$ cat config.mk
export PLATFORM = sky130hd
export DESIGN_NAME = pmds_sequencer
export DESIGN_NICKNAME = d
export VERILOG_FILES = /design/src/pmds_pkg.sv /design/src/pmds_word_if.sv /design/src/pmds_skid_buffer.sv /design/src/pmds_sequencer.sv
export SDC_FILE = /design/constraint.sdc
export NUM_CORES = 1
export LEC_CHECK = 0
export BUFFER_PORTS_ARGS = -buffer_cell sky130_fd_sc_hd__buf_2
export CAP_MARGIN = 20
export CORE_MARGIN = 1
export CORE_UTILIZATION = 50
export DETAILED_ROUTE_END_ITERATION = 10
export PLACE_DENSITY = 0.75
export SLEW_MARGIN = 30
export SYNTH_ARGS = -nofsm -noshare
export SYNTH_HDL_FRONTEND = slang
export SYNTH_SLANG_ARGS = --single-unit
$ cat constraint.sdc
create_clock -name CLK_SYS -period 3.9 [get_ports CLK_SYS]
set_input_delay 0.78 -clock CLK_SYS [delete_from_list [all_inputs] [get_ports CLK_SYS]]
set_output_delay 0.78 -clock CLK_SYS [all_outputs]
set_load 0.1 [all_outputs]
$ cat src/pmds_pkg.sv
// Package for the page mode DRAM sequencer: states, timing and field layout.
// Assumes a single 100 MHz system clock and synchronous active-high reset.
package pmds_pkg;
    localparam int      CLK_PERIOD_NS   = 10;
    localparam int      ADDR_W          = 24;
    localparam int      DATA_W          = 32;
    localparam int      BANKS           = 4;
    localparam int      SPACE_BIT       = 22;
    localparam int      BANK_HI         = 21;
    localparam int      BANK_LO         = 20;
    localparam int      ROW_LO          = 10;
    localparam int      MUX_W           = 10;
    // Cycle counts of each access, measured in controller edges
    localparam int      READ_CYCLES     = 5;
    localparam int      BLOCK_CYCLES    = 11;
    localparam int      WRITE_CYCLES    = 4;
    localparam int      PAGE_CYCLES     = 3;
    localparam int      PRECHARGE_CYC   = 2;
    localparam int      BLOCK_WORDS     = 4;
    localparam int      WORD_SPACING    = 2;
    localparam logic [3:0] CNT_ZERO     = 4'h0;
    localparam logic [3:0] CNT_ONE      = 4'h1;
    // Count at which a single read issues column, strobe and acknowledge
    localparam logic [3:0] READ_CAS_CNT = 4'h2;
    localparam logic [3:0] READ_END_CNT = 4'h3;
    localparam logic [3:0] WR_CAS_CNT   = 4'h2;
    localparam logic [3:0] PG_CAS_CNT   = 4'h1;
    localparam logic [3:0] PRE_END_CNT  = 4'h1;
    localparam logic [3:0] BLK_ACK_CNT  = 4'h5;
    localparam logic [3:0] BLK_END_CNT  = 4'h9;

    typedef enum logic [3:0] {
        PMDS_IDLE,
        PMDS_ROW_HELD,
        PMDS_PRECHARGE,
        PMDS_WRITE,
        PMDS_PAGE_WRITE,
        PMDS_READ,
        PMDS_BLOCK
    } pmds_state_type;

    typedef enum logic [1:0] {
        PMDS_PEND_WRITE,
        PMDS_PEND_READ,
        PMDS_PEND_BLOCK
    } pmds_pend_type;
endpackage

$ cat src/pmds_word_if.sv
// Word path carrier between the sequencer and its two-entry buffer.
// Assumes both ends share the system clock.
`timescale 1ns/1ps
interface pmds_word_if;
    import pmds_pkg::*;
    logic [DATA_W-1:0] data;
    logic              valid;
    logic              ready;
    modport source (output data, output valid, input ready);
    modport sink   (input data, input valid, output ready);
endinterface

$ cat src/pmds_skid_buffer.sv
// Two-entry buffer carrying latched read words toward the processor.
// Assumes one clock; the sink may stall, ready falls when both slots fill.
`timescale 1ns/1ps
module pmds_skid_buffer
    import pmds_pkg::*;
(
    input  wire logic        clk,
    input  wire logic        reset,
    pmds_word_if.sink        in_port,
    output logic [DATA_W-1:0] out_data,
    output logic             out_valid,
    input  wire logic        out_ready
);
    logic [DATA_W-1:0] slot [2];
    logic [1:0]        count;
    logic              rd_ptr;
    logic              wr_ptr;
    logic              push;
    logic              pop;

    assign in_port.ready = (count != 2'h2);
    assign push          = in_port.valid && in_port.ready;
    assign pop           = out_valid && out_ready;
    assign out_valid     = (count != 2'h0);
    assign out_data      = slot[rd_ptr];

    always_ff @(posedge clk) begin
        if (push) begin
            slot[wr_ptr] <= in_port.data;
        end
    end

    always_ff @(posedge clk) begin
        if (reset) begin
            count  <= 2'h0;
            rd_ptr <= 1'b0;
            wr_ptr <= 1'b0;
        end else begin
            if (push) begin
                wr_ptr <= ~wr_ptr;
            end
            if (pop) begin
                rd_ptr <= ~rd_ptr;
            end
            count <= count + {1'b0, push} - {1'b0, pop};
        end
    end
endmodule

$ cat src/pmds_sequencer.sv
// Page mode DRAM sequencer: RAS/CAS, acknowledge and read strobe timing.
// Assumes processor strobes are synchronous to CLK_SYS and held per access.
// Functional notes
// - Single read completes in five clocks
// - Block refill: words two clocks apart, eleven
// - Row strobe stays asserted after writes
// - Initial write takes four clocks
// - Open-page write takes three clocks
// - Leaving row-held, except for a page write or an outside-space access, precharges two clocks first
// - Write start: busy and row together
// - Ack next edge, column on fourth
// - Write end drops busy, keeps row
// - Row-held: same-page write pages unless refresh pending, other DRAM accesses and refresh precharge
// - Outside-space access drops rows, goes idle
// - Page write: busy+ack first, column third
// - Page write returns to row-held state
// - Non-near write: drop row, shift two
// - Read: busy+row, column/strobe/ack two later
// - Read ends after ack and strobe
// - Latch enable holds read data one clock
// - Busy blocks any other state, refresh included
// - Address bits 21:20 choose the bank
// - Address presented one clock before strobe
`timescale 1ns/1ps
module pmds_sequencer
    import pmds_pkg::*;
(
    input  wire logic              CLK_SYS,
    input  wire logic              RESET,
    input  wire logic              READ_REQ,
    input  wire logic              WRITE_REQ,
    input  wire logic              BURST_REQ,
    input  wire logic              SAME_PAGE_WRITE,
    input  wire logic              REFRESH_PENDING,
    input  wire logic [ADDR_W-1:0] ADDR,
    input  wire logic [DATA_W-1:0] DRAM_DATA,
    output logic [BANKS-1:0]       ROW_STROBE_N,
    output logic [BANKS-1:0]       COL_STROBE_N,
    output logic [MUX_W-1:0]       DRAM_ADDR,
    output logic                   CYCLE_BUSY_FLAG,
    output logic                   PAGE_OPEN_FLAG,
    output logic                   MEM_ACK,
    output logic                   READ_DATA_STROBE_OUT,
    output logic                   DATA_LATCH_ENABLE,
    output logic [DATA_W-1:0]      READ_DATA,
    output logic                   READ_DATA_VALID,
    input  wire logic              READ_DATA_READY,
    output logic                   LATCH_STALL
);
    pmds_state_type    state;
    pmds_state_type    next_state;
    pmds_pend_type     pend;
    logic [3:0]        cnt;
    logic [1:0]        bank;
    logic              ras;
    logic              cas;
    logic              col_sel;
    logic              dram_req;
    logic              out_space;
    logic [DATA_W-1:0] latch_data;
    logic              latch_valid;
    pmds_word_if       word ();

    function automatic logic [BANKS-1:0] bank_decode(input logic [1:0] b);
        logic [BANKS-1:0] onehot;
        onehot    = '0;
        onehot[b] = 1'b1;
        return onehot;
    endfunction

    assign dram_req  = (READ_REQ || WRITE_REQ) && !ADDR[SPACE_BIT];
    assign out_space = (READ_REQ || WRITE_REQ) && ADDR[SPACE_BIT];

    // Next state; busy states never yield to refresh
    always_comb begin
        next_state = state;
        unique case (state)
            PMDS_IDLE: begin
                if (dram_req && WRITE_REQ) begin
                    next_state = PMDS_WRITE;
                end else if (dram_req && BURST_REQ) begin
                    next_state = PMDS_BLOCK;
                end else if (dram_req) begin
                    next_state = PMDS_READ;
                end
            end
            PMDS_ROW_HELD: begin
                if (out_space) begin
                    next_state = PMDS_IDLE;
                end else if (dram_req && WRITE_REQ && SAME_PAGE_WRITE
                             && !REFRESH_PENDING) begin
                    next_state = PMDS_PAGE_WRITE;
                end else if (dram_req || REFRESH_PENDING) begin
                    next_state = PMDS_PRECHARGE;
                end
            end
            PMDS_PRECHARGE: begin
                if (cnt == PRE_END_CNT) begin
                    if (!CYCLE_BUSY_FLAG) begin
                        next_state = PMDS_IDLE;
                    end else if (pend == PMDS_PEND_WRITE) begin
                        next_state = PMDS_WRITE;
                    end else if (pend == PMDS_PEND_BLOCK) begin
                        next_state = PMDS_BLOCK;
                    end else begin
                        next_state = PMDS_READ;
                    end
                end
            end
            PMDS_WRITE: begin
                if (cnt == WR_CAS_CNT) begin
                    next_state = PMDS_ROW_HELD;
                end
            end
            PMDS_PAGE_WRITE: begin
                if (cnt == PG_CAS_CNT) begin
                    next_state = PMDS_ROW_HELD;
                end
            end
            PMDS_READ: begin
                if (cnt == READ_END_CNT) begin
                    next_state = PMDS_IDLE;
                end
            end
            PMDS_BLOCK: begin
                if (cnt == BLK_END_CNT) begin
                    next_state = PMDS_IDLE;
                end
            end
            default: next_state = PMDS_IDLE;
        endcase
    end

    always_ff @(posedge CLK_SYS) begin
        if (RESET) begin
            state <= PMDS_IDLE;
        end else begin
            state <= next_state;
        end
    end

    // Step counter restarts on every state change
    always_ff @(posedge CLK_SYS) begin
        if (RESET) begin
            cnt <= CNT_ZERO;
        end else if (next_state != state) begin
            cnt <= CNT_ZERO;
        end else if (state != PMDS_IDLE && state != PMDS_ROW_HELD) begin
            cnt <= cnt + CNT_ONE;
        end
    end

    // Pending access kind and bank, captured when an access is taken
    always_ff @(posedge CLK_SYS) begin
        if (RESET) begin
            pend <= PMDS_PEND_READ;
            bank <= 2'h0;
        end else if ((state == PMDS_IDLE || state == PMDS_ROW_HELD)
                     && dram_req) begin
            bank <= ADDR[BANK_HI:BANK_LO];
            if (WRITE_REQ) begin
                pend <= PMDS_PEND_WRITE;
            end else if (BURST_REQ) begin
                pend <= PMDS_PEND_BLOCK;
            end else begin
                pend <= PMDS_PEND_READ;
            end
        end
    end

    // Busy flag: set on access taken, cleared when the access ends
    always_ff @(posedge CLK_SYS) begin
        if (RESET) begin
            CYCLE_BUSY_FLAG <= 1'b0;
        end else if ((state == PMDS_IDLE || state == PMDS_ROW_HELD)
                     && dram_req && next_state != PMDS_IDLE) begin
            CYCLE_BUSY_FLAG <= 1'b1;
        end else if (next_state == PMDS_ROW_HELD
                     || next_state == PMDS_IDLE) begin
            CYCLE_BUSY_FLAG <= 1'b0;
        end
    end

    // Page open flag follows a held row and any delayed access
    always_ff @(posedge CLK_SYS) begin
        if (RESET) begin
            PAGE_OPEN_FLAG <= 1'b0;
        end else if (next_state == PMDS_ROW_HELD) begin
            PAGE_OPEN_FLAG <= 1'b1;
        end else if (next_state == PMDS_IDLE) begin
            PAGE_OPEN_FLAG <= 1'b0;
        end
    end

    // Row strobe: on in access and row-held, off in precharge and idle
    always_ff @(posedge CLK_SYS) begin
        if (RESET) begin
            ras <= 1'b0;
        end else begin
            ras <= (next_state == PMDS_WRITE || next_state == PMDS_READ
                    || next_state == PMDS_BLOCK
                    || next_state == PMDS_PAGE_WRITE
                    || next_state == PMDS_ROW_HELD);
        end
    end

    // Column strobe, acknowledge and read strobe timing
    // Write acknowledge comes early; the processor holds its data
    always_ff @(posedge CLK_SYS) begin
        if (RESET) begin
            cas                  <= 1'b0;
            MEM_ACK              <= 1'b0;
            READ_DATA_STROBE_OUT <= 1'b0;
        end else begin
            cas                  <= 1'b0;
            MEM_ACK              <= 1'b0;
            READ_DATA_STROBE_OUT <= 1'b0;
            unique case (state)
                PMDS_ROW_HELD: begin
                    MEM_ACK <= (next_state == PMDS_PAGE_WRITE);
                end
                PMDS_WRITE: begin
                    MEM_ACK <= (cnt == CNT_ZERO);
                    cas     <= (cnt == WR_CAS_CNT);
                end
                PMDS_PAGE_WRITE: begin
                    cas <= (cnt == PG_CAS_CNT);
                end
                PMDS_READ: begin
                    if (cnt == CNT_ONE) begin
                        cas                  <= 1'b1;
                        MEM_ACK              <= 1'b1;
                        READ_DATA_STROBE_OUT <= 1'b1;
                    end
                end
                PMDS_BLOCK: begin
                    if (cnt[0] && cnt < BLK_END_CNT) begin
                        cas                  <= 1'b1;
                        READ_DATA_STROBE_OUT <= 1'b1;
                    end
                    MEM_ACK <= (cnt == BLK_ACK_CNT);
                end
                default: begin
                    cas <= 1'b0;
                end
            endcase
        end
    end

    // Latch enable follows column strobe on reads and holds one clock
    always_ff @(posedge CLK_SYS) begin
        if (RESET) begin
            DATA_LATCH_ENABLE <= 1'b0;
            latch_data        <= '0;
            latch_valid       <= 1'b0;
        end else begin
            DATA_LATCH_ENABLE <= cas && READ_DATA_STROBE_OUT;
            latch_valid       <= 1'b0;
            if (cas && READ_DATA_STROBE_OUT) begin
                latch_data  <= DRAM_DATA;
                latch_valid <= 1'b1;
            end
        end
    end

    // Multiplexed address: row part before row strobe, column before cas
    always_ff @(posedge CLK_SYS) begin
        if (RESET) begin
            col_sel <= 1'b0;
        end else begin
            col_sel <= ras;
        end
    end

    // Row bits flow through while idle, ahead of the row strobe
    assign DRAM_ADDR = col_sel ? ADDR[MUX_W-1:0]
                               : ADDR[ROW_LO+MUX_W-1:ROW_LO];

    assign ROW_STROBE_N = ~(bank_decode(bank) & {BANKS{ras}});
    assign COL_STROBE_N = ~(bank_decode(bank) & {BANKS{cas}});

    assign word.data  = latch_data;
    assign word.valid = latch_valid;
    assign LATCH_STALL = !word.ready;

    pmds_skid_buffer u_buffer (
        .clk       (CLK_SYS),
        .reset     (RESET),
        .in_port   (word),
        .out_data  (READ_DATA),
        .out_valid (READ_DATA_VALID),
        .out_ready (READ_DATA_READY)
    );
endmodule

# After elaboration in Yosys (flattened, before gate mapping)
# Memory sizes are Yosys's and may differ from the RTL's. A register that Yosys moved wholly into a read port is not among the register bits.
# Index checks and enable logic that the tools add are counted.
[classes]
muxes = 34
add_sub_neg = 3
n_eq_ne = 20
order_cmp = 3
bitwise_logic = 6
reduce_logical = 35
[ops]
columns = ["operator", "n"]
rows = [
  ["4-bit 2-to-1 mux", 11],
  ["4-bit by 3-bit equality test with 1-bit output (second input constant)", 7],
  ["4-bit one-hot mux with 7 select lines", 1],
  ["4-bit by 2-bit equality test with 1-bit output (second input constant)", 5],
  ["1-bit logical AND", 14],
  ["4-bit by 1-bit equality test with 1-bit output (second input constant)", 3],
  ["4-bit zero test", 3],
  ["1-bit 2-to-1 mux", 12],
  ["10-bit 2-to-1 mux", 1],
  ["4-bit bitwise AND", 2],
  ["1-bit logical OR", 8],
  ["4-bit NOT", 2],
  ["1-bit one-hot mux with 4 select lines", 2],
  ["4-bit nonzero test", 2],
  ["2-bit 2-to-1 mux", 3],
  ["3-bit 2-to-1 mux", 2],
  ["2-bit nonzero test", 3],
  ["4-bit by 1-bit adder with 4-bit output (second input constant)", 1],
  ["4-bit equality test (second input constant)", 1],
  ["4-bit < comparator (second input constant)", 1],
  ["4-bit by 1-bit inequality test with 1-bit output (second input constant)", 1],
  ["4-bit inequality test", 1],
  ["1-bit zero test", 3],
  ["2-bit by 3-bit < comparator with 1-bit output (second input constant)", 1],
  ["other kinds (10)", 11],
]
[totals]
out_inout_bits = 57
word_cells = 119
memories = 1
register_bits = 57
ram_bits = 64
[mem_list]
columns = ["memory", "words", "width", "rd", "rd_clocked_by_memory_dff", "write_ports", "line", "text"]
rows = [
  ["u_buffer.slot", 2, 32, 1, 1, 1, "pmds_skid_buffer.sv:14", "logic [DATA_W-1:0] slot [2];"],
]

# Longest topological paths before layout
# Gate-level depths: netlist (run 1).
[depth]
depth_word = 13
mapped_depth = 8
mapped_depth_nobuf = 8

# By module
# Synthesis (run 1) repeated with hierarchy kept, for this count alone.
[hier_totals]
cells_unflattened = 439
hier_area_um2 = 5068.6
[modules_own_cells]
columns = ["mod", "seq_area_each_um2", "instances", "cells_each", "area_per_inst_um2"]
rows = [
  ["pmds_skid_buffer", 2021.9, 1, 129, 2562.5],
  ["pmds_sequencer", 1041.0, 1, 310, 2506.2],
]

# Worst setup path after synthesis (run 1)
# OpenSTA, ideal clock, no wires.
[synth_path]
path_type = "register to register"
from = "reg, netlist name DATA_LATCH_ENABLE"
to = "mem u_buffer.slot[0][0], enable pin"
stages_incl_launch_ff = 3
arrival_time_ns = 2.582
slack_ns = 0.897
path_buffers = 0
setup_ns = 0.421
cell_sequence = "dfxtp_1 -> nand2_1 -> nor2_1"
[synth_rtl]
columns = ["item", "line"]
rows = [
  ["to (decl)", "pmds_skid_buffer.sv:14"],
]

==> flow_summary.ini, run 1 <==
[cts]
cts_buffers = 17
cts_setup_buffers = 0
htreeDepth = 4
clk_pin_slew_worst_paths_ps = 50
cts.path.max_buffers = 2
worstSkewPairLatency_ps = 490
clock_sinks = 121
cts_tree = done
cts_resized = 0
root_buffer = clkbuf_8
hold_buffers = 0

[floorplan]
die_height_um = 103
die_w_um = 103
fp.dieArea_sq_um = 10500
core_sq_um = 9770
io_pins = 121
row_count = 36
initial_core_util = 0.517

[power_and_ir_drop]
ir_drop_mv = 0.353
pwr_density_cell_nw_per_um2 = 557
power_frac_clock = 0.445
p_int_uw = 2540
switching_share = 0.286
switchingPower_uw = 1020
power_frac_comb = 0.171
pwr-share-seq = 0.383
p_leak_uw = 0.00241

[hold_path]
holdPathEnd = u_buffer.slot[0][19]
hp-class = flip-flop to flip-flop
hold_depth = 0
hold_start = latch_data[19]

[grt]
grt_pass1_wl_um = 16000
grt_pass1_vias = 3403
antenna_found_initial = 0
grt_start_max_net_pins = 55
grt_overflow = 0
grt_usage = 0.201

[drt]
viasPerCell = 5.12
vias = 3579
avgRoutedWirePerCell_um = 14.7
ant_nets = 0
drtIter0Drc = 124
remaining_drc_errors = 0
drt-pass1-iter-count = 4
routed_wl_um = 10300

[sta]
hold_viol_final = 0
min_period_ps = 2680
setup_viol = 0
clock.fmax_mhz = 373
fin_crit_sh = 0.687
worst_slack_ps = 1220
slew_viol_final = 0
worst_pin_slew_ps = 599
finalClockSkew_ps = 7.55
finalSetupTns_ps = 0
slew_headroom = 0.601
rsz0062_at_grt = no

[placement]
gp_congestion = 0.896
post-dp-hpwl_um = 6630
io_buffers = 119
place_ws_ps = 1540

[finish]
fin_util = 0.652
multiInputGateArea_sq_um = 1840
mostFrequentLayoutCells = buf_2 (118), nand2_1 (80), edfxtp_1 (64)
num-nets-final = 624
final_common_cell = buf_2
ff_latch_area_sq_um = 3060
syn_to_final_growth_pct = 26.0
fillers = 747
drive_above_1_share = 0.382
diodes = 0

[yosys]
postSynthAreaPerCell_sq_um = 11.6
synthesis.area_sq_um = 5060
synth_edf_count = 64
yosys_warnings = 0
netlist_instances = 435
yosysSeqAreaShare = 0.606
synthDistinctLibCells = 59
synthArstFlopShare = 0
ys.flop_type = edfxtp_1
synth_nets = 506
synth-seq-cells = 121

[worst_setup_path]
path_class = flip-flop to output pin
worstPathMaxFanout = 32
r2r_start = cnt[1]
cp.arrival_ps = 1900
crit-reg2reg-capture = CYCLE_BUSY_FLAG
required_ps = 3120
reg2reg_slack_ps = 1840
end_kind = output pin
slowest_delay_ps = 400
reg2regPathDepth = 8
worstPathCellList = buf_4 > mux2_2 > buf_2
start_kind = flip-flop
critPathSlowestCell = mux2_2

[job]
drv_cap = 0

[run_status]
run_status = finished clean
==> synthesized netlist by cell type (2+ instances only) <==
master | number | area [sq um]
o21ai_0 | 4 | 20.0
xnor2_1 | 3 | 26.3
a221oi_2 | 2 | 30.0
buf_2 | 3 | 15.0
and3_4 | 2 | 22.5
or3_1 | 2 | 12.5
buf_1 | 3 | 11.3
a21oi_1 | 41 | 205
nor3_1 | 4 | 20.0
edfxtp_1 | 64 | 1920
ha_1 | 7 | 87.6
nor2b_1 | 7 | 43.8
o2111ai_1 | 2 | 17.5
nand2_1 | 80 | 300
nand3b_1 | 3 | 22.5
buf_6 | 3 | 33.8
inv_1 | 10 | 37.5
and2_1 | 2 | 12.5
dfxtp_1 | 57 | 1140
or4_1 | 2 | 15.0
nand2b_1 | 5 | 31.3
nor2_1 | 26 | 97.6
mux2i_1 | 3 | 30.0
mux2_2 | 42 | 473
clkbuf_1 | 15 | 56.3
a31oi_1 | 3 | 18.8
nand3_1 | 5 | 25.0
xor2_1 | 4 | 35.0
==> layer usage <==
metal | vias up | track usage | part of all wire
met5 | - | 0 | 0
met4 | 0 | 0.0725 | 0.0094
met3 | 10 | 0.0590 | 0.052
met2 | 117 | 0.335 | 0.49
met1 | 1676 | 0.249 | 0.45
li1 | 1776 | - | -
==> kinds of logic after synthesis <==
| group | count (synthesis) | share of synthesized area |
|---|---|---|
| DFF | 121 | 0.606 |
| xor gates and xnor gates | 7 | 0.0121 |
| and+or+nand+nor | 152 | 0.146 |
| muxes | 45 | 0.0995 |
| adders and majority gates | 7 | 0.0173 |
| buffers and inverters | 35 | 0.0319 |
| AOI/OAI and AO/OA | 67 | 0.0871 |
| other | 1 | 0.000741 |
==> registers in the layout, indices dropped and copies added (netlist names), 2 cells and up, named ones only <==
| register | cells |
|---|---|
| u_buffer.slot | 64 |
| cnt | 4 |
| u_buffer.count | 2 |
| pend | 2 |
| state | 4 |
| bank | 2 |
| latch_data | 32 |
==> power by group through the flow <==
stage                     sequential, uW  clock, uW  combinational [uW]
final                               1360       1580                 609
after global routing                1360       1660                 639
after CTS                           1360       1600                 611
after detailed placement            1390          0                 610
after global placement              1390          0                 606
after floorplan                     1390          0                 508
==> final cells by class <==
| type | instances | share of cell area |
|---|---|---|
| Sequential cell | 121 | 0.481 |
| Multi-Input combinational cell | 279 | 0.289 |
| Timing Repair Buffer | 124 | 0.103 |
| Clock buffer | 20 | 0.0683 |
| Clock inverter | 12 | 0.0273 |
| Tap cell | 133 | 0.0261 |
| Inverter | 10 | 0.00589 |
==> worst max-delay path, delay by kind of cell, from the launching register on <==
family                 cells  cell delay (ps)
buffers and inverters      2              670
muxes                      1              400
DFF                        1              310
==> worst max path at each step <==
stage / depth (start not counted) / endpoint / startpoint / slack [ps]
floorplan: 2 / u_buffer.slot[0][0] / DATA_LATCH_ENABLE / 900
global placement: 6 / cnt[3] / RESET / 1540
detailed placement: 6 / cnt[3] / RESET / 1540
CTS: 3 / READ_DATA[20] / flip-flop / 1190
global route: 3 / READ_DATA[18] / flip-flop / 1120
finish: 3 / READ_DATA[15] / flip-flop / 1220
==> through the flow <==
step / std cells / instance area (sq um) / power, uW / hold WS, ps
after global routing: 699 / 6370 / 3660 / 461
after detailed placement: 666 / 5730 / 2000 / 438
after floorplan: 435 / 5060 / 1900 / 425
final: 699 / 6370 / 3550 / 450
after CTS: 698 / 6340 / 3570 / 449
after global placement: 666 / 5730 / 1990 / 428
Note: power is estimated with default switching activity, not from simulation.
==> inputs of run 2 (changes only) <==
==> constraint.sdc (replaced) <==
create_clock -name CLK_SYS -period 2.6 [get_ports CLK_SYS]
set_input_delay 0.52 -clock CLK_SYS [delete_from_list [all_inputs] [get_ports CLK_SYS]]
set_output_delay 0.52 -clock CLK_SYS [all_outputs]
set_load 0.1 [all_outputs]
==> flow_summary.ini, run 2 (synthesis gave the netlist of run 1 again) <==
[cts]
cts_buffers = 17
clock_sinks = 121
cts_setup_buffers = 0
root_buffer = clkbuf_8
clk_pin_slew_worst_paths_ps = 60
htreeDepth = 4
hold_buffers = 0
cts_resized = 0
worstSkewPairLatency_ps = 510
cts_tree = done
cts.path.max_buffers = 2

[finish]
ff_latch_area_sq_um = 3060
final_common_cell = buf_2
num-nets-final = 625
mostFrequentLayoutCells = buf_2 (87), nand2_1 (80), edfxtp_1 (64)
largest_register_ff_count = 64
drive_above_1_share = 0.383
diodes = 0
fillers = 702
syn_to_final_growth_pct = 34.2
largestRegisters = u_buffer.slot x64, latch_data x32
multiInputGateArea_sq_um = 1840
regMostFlops = u_buffer.slot

[job]
drv_cap = 0

[worst_setup_path]
required_ps = 2080
reg2reg_slack_ps = 490
end_kind = output pin
start_kind = flip-flop
r2r_start = cnt[1]
path_class = flip-flop to output pin
cp.arrival_ps = 1830
worstPathMaxFanout = 32

[floorplan]
row_count = 36
fp.dieArea_sq_um = 10500
core_sq_um = 9770
die_height_um = 103
io_pins = 121
initial_core_util = 0.517
die_w_um = 103

[sta]
fin_crit_sh = 0.904
slew_viol_final = 0
finalClockSkew_ps = 9.27
min_period_ps = 2350
hold_viol_final = 0
worst_slack_ps = 250
clock.fmax_mhz = 426
setup_viol = 0
slew_headroom = 0.652
rsz0062_at_grt = no
finalSetupTns_ps = 0
worst_pin_slew_ps = 521

[drt]
remaining_drc_errors = 0
vias = 3589
drt-pass1-iter-count = 4
ant_nets = 0
routed_wl_um = 10700
viasPerCell = 5.13
avgRoutedWirePerCell_um = 15.3
drtIter0Drc = 167

[hold_path]
hp-class = input pin to flip-flop
hold_start = ADDR[20]

[placement]
post-dp-hpwl_um = 7260
io_buffers = 119
gp_congestion = 0.882
place_ws_ps = 521

[grt]
grt_usage = 0.217
antenna_found_initial = 0
grt_start_max_net_pins = 39
grt_overflow = 0
grt_pass1_vias = 3512
grt_pass1_wl_um = 16900

[run_status]
run_status = finished clean

[power_and_ir_drop]
ir_drop_mv = 0.629
pwr_density_cell_nw_per_um2 = 781
p_leak_uw = 0.00257
## run 2: cell types whose count changed in the layout (fill, tap and decap cells not counted)
cell        before  now
buf_12           0   32
buf_4            5    6
and2_1           1    2
inv_6            1    6
clkbuf_8         2    1
buf_16           1    0
buf_2          118   87
clkinv_2         3    1
bufinv_16        4    1
and2_2           1    0
clkbuf_1         2    1
clkinvlp_4       4    1
clkinv_4         0    5
## run 2: power by group
group	total, uW	internal (uW)	switching [uW]
clock	2160	1290	872
sequential	2040	2010	25.4
combinational	1100	366	736
## run 2: path summary, 6_finish.rpt
| kind | cells past startpoint | end |
|---|---|---|
| worst max-delay path | 3 | READ_DATA[17] |
| worst min register to register | 0 | u_buffer.slot[1][23] |
| worst min-delay path | 3 | bank[0] |
| worst max register to register | 8 | cnt[1] |
## run 2: critical path, stage by stage (launching register included)
cell and delay [ps]:
dfxtp_1 310, buf_4 400, mux2_2 440, buf_12 180
## run 2: per-layer routing
| layer | vias up | share of wire | track usage | routed length [um] |
|---|---|---|---|---|
| li1 | 1781 | - | - | - |
| met5 | - | 0 | 0 | 0 |
| met4 | 0 | 0.0064 | 0.0802 | 69 |
| met2 | 103 | 0.51 | 0.365 | 5500 |
| met3 | 4 | 0.047 | 0.0603 | 510 |
| met1 | 1701 | 0.43 | 0.267 | 4660 |
## run 2: stage by stage
stage	power [uW]	hold slack, ps	cells	area, sq um	util
4_1_cts	5340	221	700	6790	0.694
3_5_place_dp	3190	435	668	6230	0.637
6_report	5300	246	700	6790	0.694
5_1_grt	5480	228	700	6790	0.694
3_3_place_gp	3170	429	668	6230	0.637
2_1_floorplan	2850	425	435	5060	-
## run 2: cell type report
cell class              count  area share
multi-input cells         279       0.271
clock inverters            14      0.0205
clock buffers              18      0.0616
repair buffers            125       0.165
well taps                 133      0.0245
inverters                  10     0.00553
flip-flops and latches    121       0.451
